===== config.mk =====
export PLATFORM = sky130hd
export DESIGN_NAME = mpo_top
export DESIGN_NICKNAME = d
export VERILOG_FILES = /design/src/mpo_pkg.sv /design/src/mpo_top.sv
export VERILOG_INCLUDE_DIRS = /design/src
export SDC_FILE = /design/constraint.sdc
export NUM_CORES = 1
export LEC_CHECK = 0
export BUFFER_PORTS_ARGS = -buffer_cell sky130_fd_sc_hd__buf_2
export CAP_MARGIN = 20
export CORE_MARGIN = 5
export CORE_UTILIZATION = 25
export CTS_BUF_LIST = sky130_fd_sc_hd__clkbuf_8
export DETAILED_ROUTE_END_ITERATION = 7
export GPL_TIMING_DRIVEN = 0
export HOLD_SLACK_MARGIN = 0.15
export SETUP_SLACK_MARGIN = 0.05
export SLEW_MARGIN = 0
export SYNTH_ARGS = -nofsm -noshare
export SYNTH_HDL_FRONTEND = slang
export SYNTH_SLANG_ARGS = --single-unit

===== constraint.sdc =====
create_clock -name hclk -period 2.4 [get_ports hclk]
set_clock_uncertainty 0.15 [all_clocks]
set_input_delay 0.48 -clock hclk [delete_from_list [all_inputs] [get_ports hclk]]
set_output_delay 0.48 -clock hclk [all_outputs]
set_load 0.02 [all_outputs]

===== src/mpo_defs.svh =====
// register map, field positions, reset values and timing counts
//
// Function
// - pwm select: code picks which pins carry pwm
// - fixed mode: code bits give levels
// - three writable 12-bit phase compares
// - emergency fall: all outputs float, irq
// - emergency status reads one while active
// - emergency return needs input back high
// - key 5a then a5 before disable
// - no emergency irq while disabled
// - emergency protection enabled from reset
// - overload engages on low input when enabled
// - timer, pwm sync and manual returns
// - overload returns need input back high
// - 200 ns sampling, 1 to 15 lows
// - select which phases overload cuts
// - upper/lower arrangement from prior on-state
// - cut phases go to inactive level
// - no overload irq while disabled
// - manual return wins over synced return
// - optional counter halt during overload
// - separate upper/lower polarity, one is high
`ifndef MPO_DEFS_SVH
`define MPO_DEFS_SVH
// ==========================================
// register indices (byte address is 4x)
`define MPO_IDX_POL 14'h1fae
`define MPO_IDX_EMA 14'h1fb0
`define MPO_IDX_EMB 14'h1fb1
`define MPO_IDX_CFG 14'h1fb2
`define MPO_IDX_CNT 14'h1fb4
`define MPO_IDX_PRD 14'h1fb6
`define MPO_IDX_CMU 14'h1fb8
`define MPO_IDX_CMV 14'h1fba
`define MPO_IDX_CMW 14'h1fbc
`define MPO_IDX_KEY 14'h1fbf
// ==========================================
// fields
`define MPO_POL_UP 5
`define MPO_POL_LO 4
`define MPO_CFG_SEL 8
`define MPO_EMA_CNT 7:4
`define MPO_EMA_ST 2
`define MPO_EMA_RET 1
`define MPO_EMA_EN 0
`define MPO_EMB_MAN 7
`define MPO_EMB_RPWM 6
`define MPO_EMB_RTM 5
`define MPO_EMB_ST 4
`define MPO_EMB_MD 3:2
`define MPO_EMB_HALT 1
`define MPO_EMB_EN 0
`define MPO_KEY_1 8'h5a
`define MPO_KEY_2 8'ha5
// ==========================================
// reset values
`define MPO_RST_EMG_EN 1'b1
`define MPO_RST_OVERLOAD_SAMPLE_COUNT 4'h0
// ==========================================
// timing
`define MPO_CLK_NS 10
`define MPO_SMP_NS 200
`define MPO_CNT_NS 100
`define MPO_SMP_CYC ((`MPO_SMP_NS + `MPO_CLK_NS - 1) / `MPO_CLK_NS)
`define MPO_CNT_CYC ((`MPO_CNT_NS + `MPO_CLK_NS - 1) / `MPO_CLK_NS)
`endif


===== src/mpo_pkg.sv =====
// types shared by the motor pwm output stage
package mpo_pkg;
    // three upper and three lower phase pins
    typedef struct packed {
        logic [2:0] upper;
        logic [2:0] lower;
    } mpo_pins_t;
    typedef enum logic [2:0] {
        KEY_IDLE = 3'b001,
        KEY_HALF = 3'b010,
        KEY_OPEN = 3'b100
    } mpo_key_t;
    typedef enum logic [1:0] {
        CUT_NONE = 2'h0,
        CUT_ALL = 2'h1,
        CUT_PWM = 2'h2,
        CUT_SPLIT = 2'h3
    } mpo_cut_t;
endpackage


===== src/mpo_top.sv =====
// motor pwm output stage with emergency and overload protection
//
// Added by the designer: the AHB-Lite interface to the registers.
`timescale 1ns/1ps
`default_nettype none
`include "mpo_defs.svh"
module mpo_top (
    // clock and reset
    input wire logic hclk,
    input wire logic hresetn,
    // ahb-lite slave
    input wire logic hsel,
    input wire logic [31:0] haddr,
    input wire logic [1:0] htrans,
    input wire logic hwrite,
    input wire logic [2:0] hsize,
    input wire logic [31:0] hwdata,
    input wire logic hready,
    output logic hreadyout,
    output logic hresp,
    output logic [31:0] hrdata,
    // protection pins, both active low
    input wire logic emergency_stop_n,
    input wire logic overload_n,
    // timer 1 sync pulse from on-chip timer
    input wire logic timer1_sync,
    // phase pins
    output mpo_pkg::mpo_pins_t phase_out,
    output mpo_pkg::mpo_pins_t phase_oe_n,
    // event pulses
    output logic emergency_irq,
    output logic overload_irq
);
    localparam int SMP_CYC = `MPO_SMP_CYC;
    localparam int CNT_CYC = `MPO_CNT_CYC;

    // ==========================================
    // bus slave
    logic aph_wr_q;
    logic [13:0] aph_idx_q;
    logic [31:0] rdata_q;
    logic take;
    logic [13:0] idx;
    logic wr_cfg, wr_ema, wr_emb, wr_key, wr_prd;
    logic wr_cmu, wr_cmv, wr_cmw, wr_pol;
    // register state
    logic [10:0] output_config_q;
    logic [11:0] period_q;
    logic [11:0] cmp_q [3];
    logic [11:0] cnt_q;
    logic upper_pol_q, lower_pol_q;
    logic emg_en_q;
    logic [3:0] overload_sample_count_q;
    logic overload_enable_q, halt_q, overload_return_pwm_sync_q, rttm_q;
    mpo_pkg::mpo_cut_t cut_q;
    mpo_pkg::mpo_key_t key_q;
    logic emg_q, ovl_q;

    assign take = hsel & hready & htrans[1];
    assign idx = (haddr[31:16] == 16'h0000) ? haddr[15:2] : 14'h0000;
    assign hreadyout = 1'b1;
    assign hresp = 1'b0;
    assign hrdata = rdata_q;

    always_ff @(posedge hclk or negedge hresetn) begin
        if (!hresetn) begin
            aph_wr_q <= 1'b0;
            aph_idx_q <= 14'h0000;
        end else begin
            aph_wr_q <= take & hwrite;
            aph_idx_q <= idx;
        end
    end

    assign wr_pol = aph_wr_q && aph_idx_q == `MPO_IDX_POL;
    assign wr_ema = aph_wr_q && aph_idx_q == `MPO_IDX_EMA;
    assign wr_emb = aph_wr_q && aph_idx_q == `MPO_IDX_EMB;
    assign wr_cfg = aph_wr_q && aph_idx_q == `MPO_IDX_CFG;
    assign wr_prd = aph_wr_q && aph_idx_q == `MPO_IDX_PRD;
    assign wr_cmu = aph_wr_q && aph_idx_q == `MPO_IDX_CMU;
    assign wr_cmv = aph_wr_q && aph_idx_q == `MPO_IDX_CMV;
    assign wr_cmw = aph_wr_q && aph_idx_q == `MPO_IDX_CMW;
    assign wr_key = aph_wr_q && aph_idx_q == `MPO_IDX_KEY;

    // read data sampled in the address phase; the key reads as zero
    always_ff @(posedge hclk or negedge hresetn) begin
        if (!hresetn) begin
            rdata_q <= 32'h0;
        end else if (take && !hwrite) begin
            rdata_q <= 32'h0;
            case (idx)
                `MPO_IDX_POL: begin
                    rdata_q[`MPO_POL_UP] <= upper_pol_q;
                    rdata_q[`MPO_POL_LO] <= lower_pol_q;
                end
                `MPO_IDX_EMA: begin
                    rdata_q[`MPO_EMA_CNT] <= overload_sample_count_q;
                    rdata_q[`MPO_EMA_ST] <= emg_q;
                    rdata_q[`MPO_EMA_EN] <= emg_en_q;
                end
                `MPO_IDX_EMB: begin
                    rdata_q[`MPO_EMB_MAN] <= ovl_q;
                    rdata_q[`MPO_EMB_RPWM] <= overload_return_pwm_sync_q;
                    rdata_q[`MPO_EMB_RTM] <= rttm_q;
                    rdata_q[`MPO_EMB_ST] <= ovl_q;
                    rdata_q[`MPO_EMB_MD] <= cut_q;
                    rdata_q[`MPO_EMB_HALT] <= halt_q;
                    rdata_q[`MPO_EMB_EN] <= overload_enable_q;
                end
                `MPO_IDX_CFG: rdata_q[10:0] <= output_config_q;
                `MPO_IDX_CNT: rdata_q[11:0] <= cnt_q;
                `MPO_IDX_PRD: rdata_q[11:0] <= period_q;
                `MPO_IDX_CMU: rdata_q[11:0] <= cmp_q[0];
                `MPO_IDX_CMV: rdata_q[11:0] <= cmp_q[1];
                `MPO_IDX_CMW: rdata_q[11:0] <= cmp_q[2];
                default: rdata_q <= 32'h0;
            endcase
        end
    end

    // ==========================================
    // plain control registers
    always_ff @(posedge hclk or negedge hresetn) begin
        if (!hresetn) begin
            output_config_q <= 11'h000;
            period_q <= 12'h000;
            cmp_q[0] <= 12'h000;
            cmp_q[1] <= 12'h000;
            cmp_q[2] <= 12'h000;
            upper_pol_q <= 1'b0;
            lower_pol_q <= 1'b0;
            overload_sample_count_q <= `MPO_RST_OVERLOAD_SAMPLE_COUNT;
            overload_enable_q <= 1'b0;
            halt_q <= 1'b0;
            overload_return_pwm_sync_q <= 1'b0;
            rttm_q <= 1'b0;
            cut_q <= mpo_pkg::CUT_NONE;
        end else begin
            if (wr_cfg)
                output_config_q <= hwdata[10:0];
            if (wr_prd)
                period_q <= hwdata[11:0];
            if (wr_cmu)
                cmp_q[0] <= hwdata[11:0];
            if (wr_cmv)
                cmp_q[1] <= hwdata[11:0];
            if (wr_cmw)
                cmp_q[2] <= hwdata[11:0];
            if (wr_pol) begin
                upper_pol_q <= hwdata[`MPO_POL_UP];
                lower_pol_q <= hwdata[`MPO_POL_LO];
            end
            if (wr_ema)
                overload_sample_count_q <= hwdata[`MPO_EMA_CNT];
            if (wr_emb) begin
                overload_return_pwm_sync_q <= hwdata[`MPO_EMB_RPWM];
                rttm_q <= hwdata[`MPO_EMB_RTM];
                cut_q <= mpo_pkg::mpo_cut_t'(hwdata[`MPO_EMB_MD]);
                halt_q <= hwdata[`MPO_EMB_HALT];
                overload_enable_q <= hwdata[`MPO_EMB_EN];
            end
        end
    end

    // ==========================================
    // key lock and emergency enable
    always_ff @(posedge hclk or negedge hresetn) begin
        if (!hresetn) begin
            key_q <= mpo_pkg::KEY_IDLE;
            emg_en_q <= `MPO_RST_EMG_EN;
        end else begin
            // two-byte unlock, any other byte relocks
            if (wr_key) begin
                case (key_q)
                    mpo_pkg::KEY_IDLE:
                        key_q <= (hwdata[7:0] == `MPO_KEY_1) ?
                            mpo_pkg::KEY_HALF : mpo_pkg::KEY_IDLE;
                    mpo_pkg::KEY_HALF:
                        key_q <= (hwdata[7:0] == `MPO_KEY_2) ?
                            mpo_pkg::KEY_OPEN : mpo_pkg::KEY_IDLE;
                    default: key_q <= mpo_pkg::KEY_IDLE;
                endcase
            end else if (wr_ema) begin
                key_q <= mpo_pkg::KEY_IDLE;
                if (hwdata[`MPO_EMA_EN])
                    emg_en_q <= 1'b1;
                else if (key_q == mpo_pkg::KEY_OPEN)
                    emg_en_q <= 1'b0;
            end
        end
    end

    // ==========================================
    // input synchronisers
    logic emg_s1, emg_s2, emg_s3, ovl_s1, ovl_s2;
    logic emg_fall;
    always_ff @(posedge hclk or negedge hresetn) begin
        if (!hresetn) begin
            emg_s1 <= 1'b1;
            emg_s2 <= 1'b1;
            emg_s3 <= 1'b1;
            ovl_s1 <= 1'b1;
            ovl_s2 <= 1'b1;
        end else begin
            emg_s1 <= emergency_stop_n;
            emg_s2 <= emg_s1;
            emg_s3 <= emg_s2;
            ovl_s1 <= overload_n;
            ovl_s2 <= ovl_s1;
        end
    end
    assign emg_fall = emg_s3 & ~emg_s2;

    // ==========================================
    // rate enables
    logic [4:0] smp_div_q;
    logic [3:0] cnt_div_q;
    logic smp_tick, cnt_tick;
    assign smp_tick = smp_div_q == 5'(SMP_CYC - 1);
    assign cnt_tick = cnt_div_q == 4'(CNT_CYC - 1);
    always_ff @(posedge hclk or negedge hresetn) begin
        if (!hresetn) begin
            smp_div_q <= 5'h00;
            cnt_div_q <= 4'h0;
        end else begin
            smp_div_q <= smp_tick ? 5'h00 : smp_div_q + 5'h01;
            cnt_div_q <= cnt_tick ? 4'h0 : cnt_div_q + 4'h1;
        end
    end

    // ==========================================
    // pwm counter (sawtooth)
    logic run, wrap;
    logic [2:0] pwm;
    assign run = cnt_tick & ~(halt_q & ovl_q);
    assign wrap = run & (cnt_q >= period_q);
    always_ff @(posedge hclk or negedge hresetn) begin
        if (!hresetn)
            cnt_q <= 12'h000;
        else if (run)
            cnt_q <= wrap ? 12'h000 : cnt_q + 12'h001;
    end
    always_comb begin
        for (int i = 0; i < 3; i++)
            pwm[i] = cnt_q < cmp_q[i];
    end

    // ==========================================
    // emergency protection
    always_ff @(posedge hclk or negedge hresetn) begin
        if (!hresetn) begin
            emg_q <= 1'b0;
            emergency_irq <= 1'b0;
        end else begin
            emergency_irq <= emg_en_q & emg_fall;
            if (emg_en_q && emg_fall)
                emg_q <= 1'b1;
            // return only once input is high
            else if (emg_q && wr_ema && hwdata[`MPO_EMA_RET] && emg_s2)
                emg_q <= 1'b0;
        end
    end

    // ==========================================
    // overload protection
    logic [3:0] low_cnt_q;
    logic [3:0] need;
    logic [2:0] snap_u_q, snap_l_q;
    logic [2:0] act_u, act_l;
    logic man_ret;
    assign need = (overload_sample_count_q == 4'h0) ? 4'h1 : overload_sample_count_q;
    assign man_ret = wr_emb & hwdata[`MPO_EMB_MAN];
    always_ff @(posedge hclk or negedge hresetn) begin
        if (!hresetn) begin
            ovl_q <= 1'b0;
            overload_irq <= 1'b0;
            low_cnt_q <= 4'h0;
            snap_u_q <= 3'h0;
            snap_l_q <= 3'h0;
        end else begin
            overload_irq <= 1'b0;
            // disabled means no state and no irq
            if (!overload_enable_q) begin
                ovl_q <= 1'b0;
                low_cnt_q <= 4'h0;
            end else if (!ovl_q) begin
                if (smp_tick && !ovl_s2) begin
                    if (({1'b0, low_cnt_q} + 5'h01) >= {1'b0, need}) begin
                        ovl_q <= 1'b1;
                        overload_irq <= 1'b1;
                        low_cnt_q <= 4'h0;
                        snap_u_q <= act_u;
                        snap_l_q <= act_l;
                    end else begin
                        low_cnt_q <= low_cnt_q + 4'h1;
                    end
                end else if (smp_tick) begin
                    low_cnt_q <= 4'h0;
                end
            end else if (ovl_s2) begin
                // manual first, then pwm, then timer
                if (man_ret)
                    ovl_q <= 1'b0;
                else if (overload_return_pwm_sync_q && wrap)
                    ovl_q <= 1'b0;
                else if (rttm_q && timer1_sync)
                    ovl_q <= 1'b0;
            end
        end
    end

    // ==========================================
    // output mapping
    logic [2:0] out_u, out_l;
    logic up2, lo2;
    assign up2 = (snap_u_q[0] & snap_u_q[1]) | (snap_u_q[0] & snap_u_q[2])
        | (snap_u_q[1] & snap_u_q[2]);
    assign lo2 = (snap_l_q[0] & snap_l_q[1]) | (snap_l_q[0] & snap_l_q[2])
        | (snap_l_q[1] & snap_l_q[2]);
    always_comb begin
        for (int i = 0; i < 3; i++) begin
            if (output_config_q[`MPO_CFG_SEL + i]) begin
                act_u[i] = (output_config_q[2*i +: 2] == 2'b01) ?
                    1'b0 : pwm[i];
                act_l[i] = (output_config_q[2*i +: 2] == 2'b10) ?
                    1'b0 : ~pwm[i];
            end else begin
                act_u[i] = output_config_q[2*i + 1];
                act_l[i] = output_config_q[2*i];
            end
        end
        out_u = act_u;
        out_l = act_l;
        if (ovl_q) begin
            case (cut_q)
                mpo_pkg::CUT_ALL: begin
                    out_u = 3'h0;
                    out_l = 3'h0;
                end
                mpo_pkg::CUT_PWM: begin
                    out_u = act_u & ~output_config_q[10:8];
                    out_l = act_l & ~output_config_q[10:8];
                end
                // side that was mostly on stays on
                mpo_pkg::CUT_SPLIT: begin
                    out_u = up2 ? 3'h7 : 3'h0;
                    out_l = (!up2 && lo2) ? 3'h7 : 3'h0;
                end
                default: begin
                    out_u = act_u;
                    out_l = act_l;
                end
            endcase
        end
    end

    always_ff @(posedge hclk or negedge hresetn) begin
        if (!hresetn) begin
            phase_out <= '0;
            phase_oe_n <= '0;
        end else begin
            // zero polarity bit means active low
            phase_out.upper <= out_u ^ {3{~upper_pol_q}};
            phase_out.lower <= out_l ^ {3{~lower_pol_q}};
            // all six float while in emergency
            phase_oe_n <= {6{emg_q}};
        end
    end

    // ==========================================
    // checks
    emg_float_a: assert property (@(posedge hclk) disable iff (!hresetn)
        emg_en_q && emg_fall |=> ##1 (phase_oe_n == 6'h3f) && emg_q)
        else $error("outputs not floated after emergency edge");
    emg_stat_a: assert property (@(posedge hclk) disable iff (!hresetn)
        take && !hwrite && idx == `MPO_IDX_EMA
        |=> hrdata[`MPO_EMA_ST] == $past(emg_q))
        else $error("emergency status misread");
    emg_hold_a: assert property (@(posedge hclk) disable iff (!hresetn)
        emg_q && !emg_s2 |=> emg_q)
        else $error("emergency left while input low");
    key_gate_a: assert property (@(posedge hclk) disable iff (!hresetn)
        $fell(emg_en_q) |-> $past(key_q) == mpo_pkg::KEY_OPEN)
        else $error("emergency disabled without key");
    emg_quiet_a: assert property (@(posedge hclk) disable iff (!hresetn)
        !emg_en_q |=> !emergency_irq)
        else $error("emergency irq while disabled");
    ovl_quiet_a: assert property (@(posedge hclk) disable iff (!hresetn)
        !overload_enable_q |=> !overload_irq && !ovl_q)
        else $error("overload irq while disabled");
    ovl_hold_a: assert property (@(posedge hclk) disable iff (!hresetn)
        ovl_q && overload_enable_q && !ovl_s2 |=> ovl_q)
        else $error("overload left while input low");
    ovl_cut_a: assert property (@(posedge hclk) disable iff (!hresetn)
        ovl_q && cut_q == mpo_pkg::CUT_ALL
        |=> phase_out.upper == {3{~$past(upper_pol_q)}})
        else $error("cut upper phase not inactive");
    cnt_halt_a: assert property (@(posedge hclk) disable iff (!hresetn)
        ovl_q && halt_q |=> $stable(cnt_q))
        else $error("counter ran while halted");
    man_first_a: assert property (@(posedge hclk) disable iff (!hresetn)
        ovl_q && overload_enable_q && ovl_s2 && man_ret |=> !ovl_q)
        else $error("manual return not taken");
endmodule
`default_nettype wire


==> impl_metrics.toml <==
[sta]
period_share_pct = 101.5
fin_crit_ns = 2.435
tns_ns = -0.2707
worst_slew_pin_slew_ns = 0.7011
setup-violations-final = 11
fmax_mhz = 410.7
fin_hold_ws_ns = 0.1707
setup_slack_ns = -0.03493
finalHoldViolCount = 0
rsz0062_at_grt = "true"
slew_viol_final = 0
maxSlewHeadroom_pct = 53.26

[power]
p_sw_share_pct = 26.42
power_frac_seq_pct = 50.8
switching_power_mw = 1.363
total_power_mw = 5.158
p_leak_nw = 4.944
ir_drop_v = 0.0003562
clockPowerShare_pct = 40.0
cell_internal_pwr_mw = 3.795
comb_power_share_pct = 9.2
powerDensity_mw_per_mm2 = 484.0

[clocking]
clockBufferDepth = 2
h-tree-depth = 4
cts-root-buf = "clkbuf_8"
cts.sinks = 149
numCtsBuffers = 17
path_clk_slew_ns = 0.09
clk_latency_ns = 0.47
tritoncts = "built"

[grt]
antenna_found_initial = 0
grt_usage_pct = 14.45
grt_max_degree = 96
grt_pass1_wl_um = 40620
grt_pass1_vias = 7041
grt-ovfl-total = 0

[run]
maxCapViolCount = 0

[worst_setup_path]
cp-end-kind = "flip-flop"
reg2reg_depth = 7
cp_num_buf_inv = 1
reg2reg_from = "cmp_q[9]"
r2r_end = "phase_out[2]"
crit_required_ns = 2.66
path_class = "flip-flop to flip-flop"
slowest_stage = "or4b_4"
path_cells = "inv_1 -> ha_4 -> and4_1 -> a41o_1 -> o311a_4 -> or4b_4 -> nand3_2"
arrival_ns = 2.69
cp_top_family = "simple AND/OR/NAND/NOR gates"
worst_path_largest_cell_delay_ns = 0.53
path_max_fanout = 4
crit_path_start_kind = "flip-flop"
reg2reg_slack_ns = -0.03

[placement]
dpl-instance-area_mm2 = 0.009261
gp_congestion = 0.9207
place_hpwl_um = 18830
io_buffers = 70

[synthesis]
yosysWarnings = 0
synth.area.top_cells = "dfrtp_1 43%, ha_1 7.9%, o21ai_0 4.6%, mux2_2 4.4%, nand2_1 3.8%"
ys_ff_latch = 149
synth_cell_types = 68
synthTopCellsByCount = "142 x dfrtp_1, 84 x nand2_1, 76 x o21ai_0"
synth_seq_area_share_pct = 45.36
yosys.area.top_type = "dfrtp_1"
synthArstFlopShare_pct = 100.0
synth_most_common_cell = "dfrtp_1"
synth_edf_count = 0
synth_cells = 848
syn_area_mm2 = 0.008239
yosysTopAreaCellShare_pct = 43.13
ys_dominant_reg_cell = "dfrtp_1"
avgSynthCellArea_um2 = 9.716

[drt]
wl_met3_um = 2018
first_pass_iters = 6
drt_iter0_drc = 593
dr_wl_met2_um = 12360
viasPerCell = 4.846
drc = 0
wl_met1_um = 11670
wire_per_inst_um = 18.17
routed.top_layer = "met4"
ant_nets = 0
routed_wl_um = 26710
num_vias = 7123

[layout]
final_area_mm2 = 0.01066
antenna_cells = 0
layout-drive-gt1-share_pct = 28.02
nets = 1144
syn_to_final_growth_pct = 29.34

[floorplanning]
dieArea_mm2 = 0.03669
rows = 66
io_pins = 125
die_h_um = 191.5
start_util_pct = 25.32
core-area_mm2 = 0.03254
fp.dieW_um = 191.5

[hold_path]
min_to = "period_q[8]"
worstHoldStart = "hwdata[8]"
min_delay_path_depth = 3
worstHoldPathType = "input pin to flip-flop"

[outcome]
violations = "negative setup slack"
run_status = "finished with violations"
[routing by layer]
layer,vias to the layer above,global-route usage [%]
li1,3324,-
met1,3472,19.08
met2,279,22.86
met3,48,4.109
met4,0,4.751
met5,-,0
[registers in the layout, summed over array words and instances (netlist names), 4 cells and up]
name	cells
smp_div_q	5
cmp_q	36
output_config_q	11
period_q	12
cnt_div_q	4
hrdata	12
low_cnt_q	4
phase_out	6
overload_sample_count_q	4
cnt_q	12
aph_idx_q	14
[metrics by stage]
step	setup slack, ns	instances	util (%)
2_1_floorplan	0.06584	868	-
3_3_place_gp	-1.552	1380	28.34
3_5_place_dp	-0.9758	1381	28.46
4_1_cts	-0.05995	1455	31.79
5_1_grt	-0.09849	1470	32.75
6_report	-0.03493	1470	32.75
[placed cells by master, fill, tap and decap left out, types with 8 or more instances in the layout]
cell           count
and2_1            15
a22oi_1           10
mux2_2            23
clkbuf_8          18
dfrtp_1          133
conb_1            22
nand2b_1           9
and3_1             8
nand3_1           18
a31oi_1           16
ha_1              47
nor2_1            42
dlygate4sd3_1     16
a222oi_1          10
nand4_1           16
dfrtp_2            9
a21o_1             8
buf_2             73
mux2_4             9
inv_1             72
mux2i_1            9
buf_4             65
xnor2_1           11
o21ai_0           62
nand2_1           82
o21ai_1           15
a21oi_1           21
clkbuf_1          11
[area by class of cell]
type | count | area, um2
repair buffers | 128 | 923.4
multi-input cells | 588 | 4329
fillers | 3381 | 21880
plain buffers | 61 | 430.4
clock buffers | 18 | 247.7
well taps | 442 | 553.0
flip-flops and latches | 149 | 3749
clock inverters | 14 | 161.4
inverters | 70 | 262.8
[power by group through the flow]
stage          logic, mW  registers [mW]  clock network, mW
3_3_place_gp       0.428            2.67                  0
3_5_place_dp       0.438            2.67                  0
2_1_floorplan      0.171            2.71                  0
6_report           0.477            2.62               2.06
5_1_grt            0.525            2.63               2.20
4_1_cts            0.468            2.62               2.09
[worst max-delay path by stage]
stage                            start  slack [ns]           end  depth (start not counted)
after floorplan              haddr[20]        0.07     hrdata[1]                          8
after global placement         hresetn       -1.55  phase_out[4]                          1
after detailed placement     haddr[23]       -0.98     hrdata[1]                          8
after CTS                 aph_idx_q[6]       -0.06     cmp_q[11]                          7
after global routing      aph_idx_q[6]        -0.1      cmp_q[5]                          7
final                         cmp_q[9]       -0.03  phase_out[2]                          7
[worst register-to-register path, stage by stage (launching register included)]
cell	delay, ns
dfrtp_1	0.42
inv_1	0.13
ha_4	0.22
and4_1	0.21
a41o_1	0.20
o311a_4	0.43
or4b_4	0.53
nand3_2	0.10
[logic make-up (layout without fill, tap and decap cells)]
group | Yosys count | after routing | synth area share, %
and+or+nand+nor | 257 | 257 | 16.25
AOI/OAI and AO/OA | 197 | 197 | 15.37
DFF | 149 | 149 | 45.36
buffers and inverters | 131 | 291 | 7.517
adders and majority gates | 54 | 54 | 8.140
muxes | 41 | 41 | 5.467
xor gates and xnor gates | 17 | 17 | 1.807
other | 2 | 22 | 0.09115
[repair_timing]
action                                  4_1_cts  5_1_grt
hold endpoints to repair                     65        0
buffers inserted                             26       14
resized for setup                            72       50
endpoints found under the setup margin       99       83
hold buffers                                 16        0
cloned                                        0        2
pin swaps                                    16       19
Power figures use the tool's default switching activity.
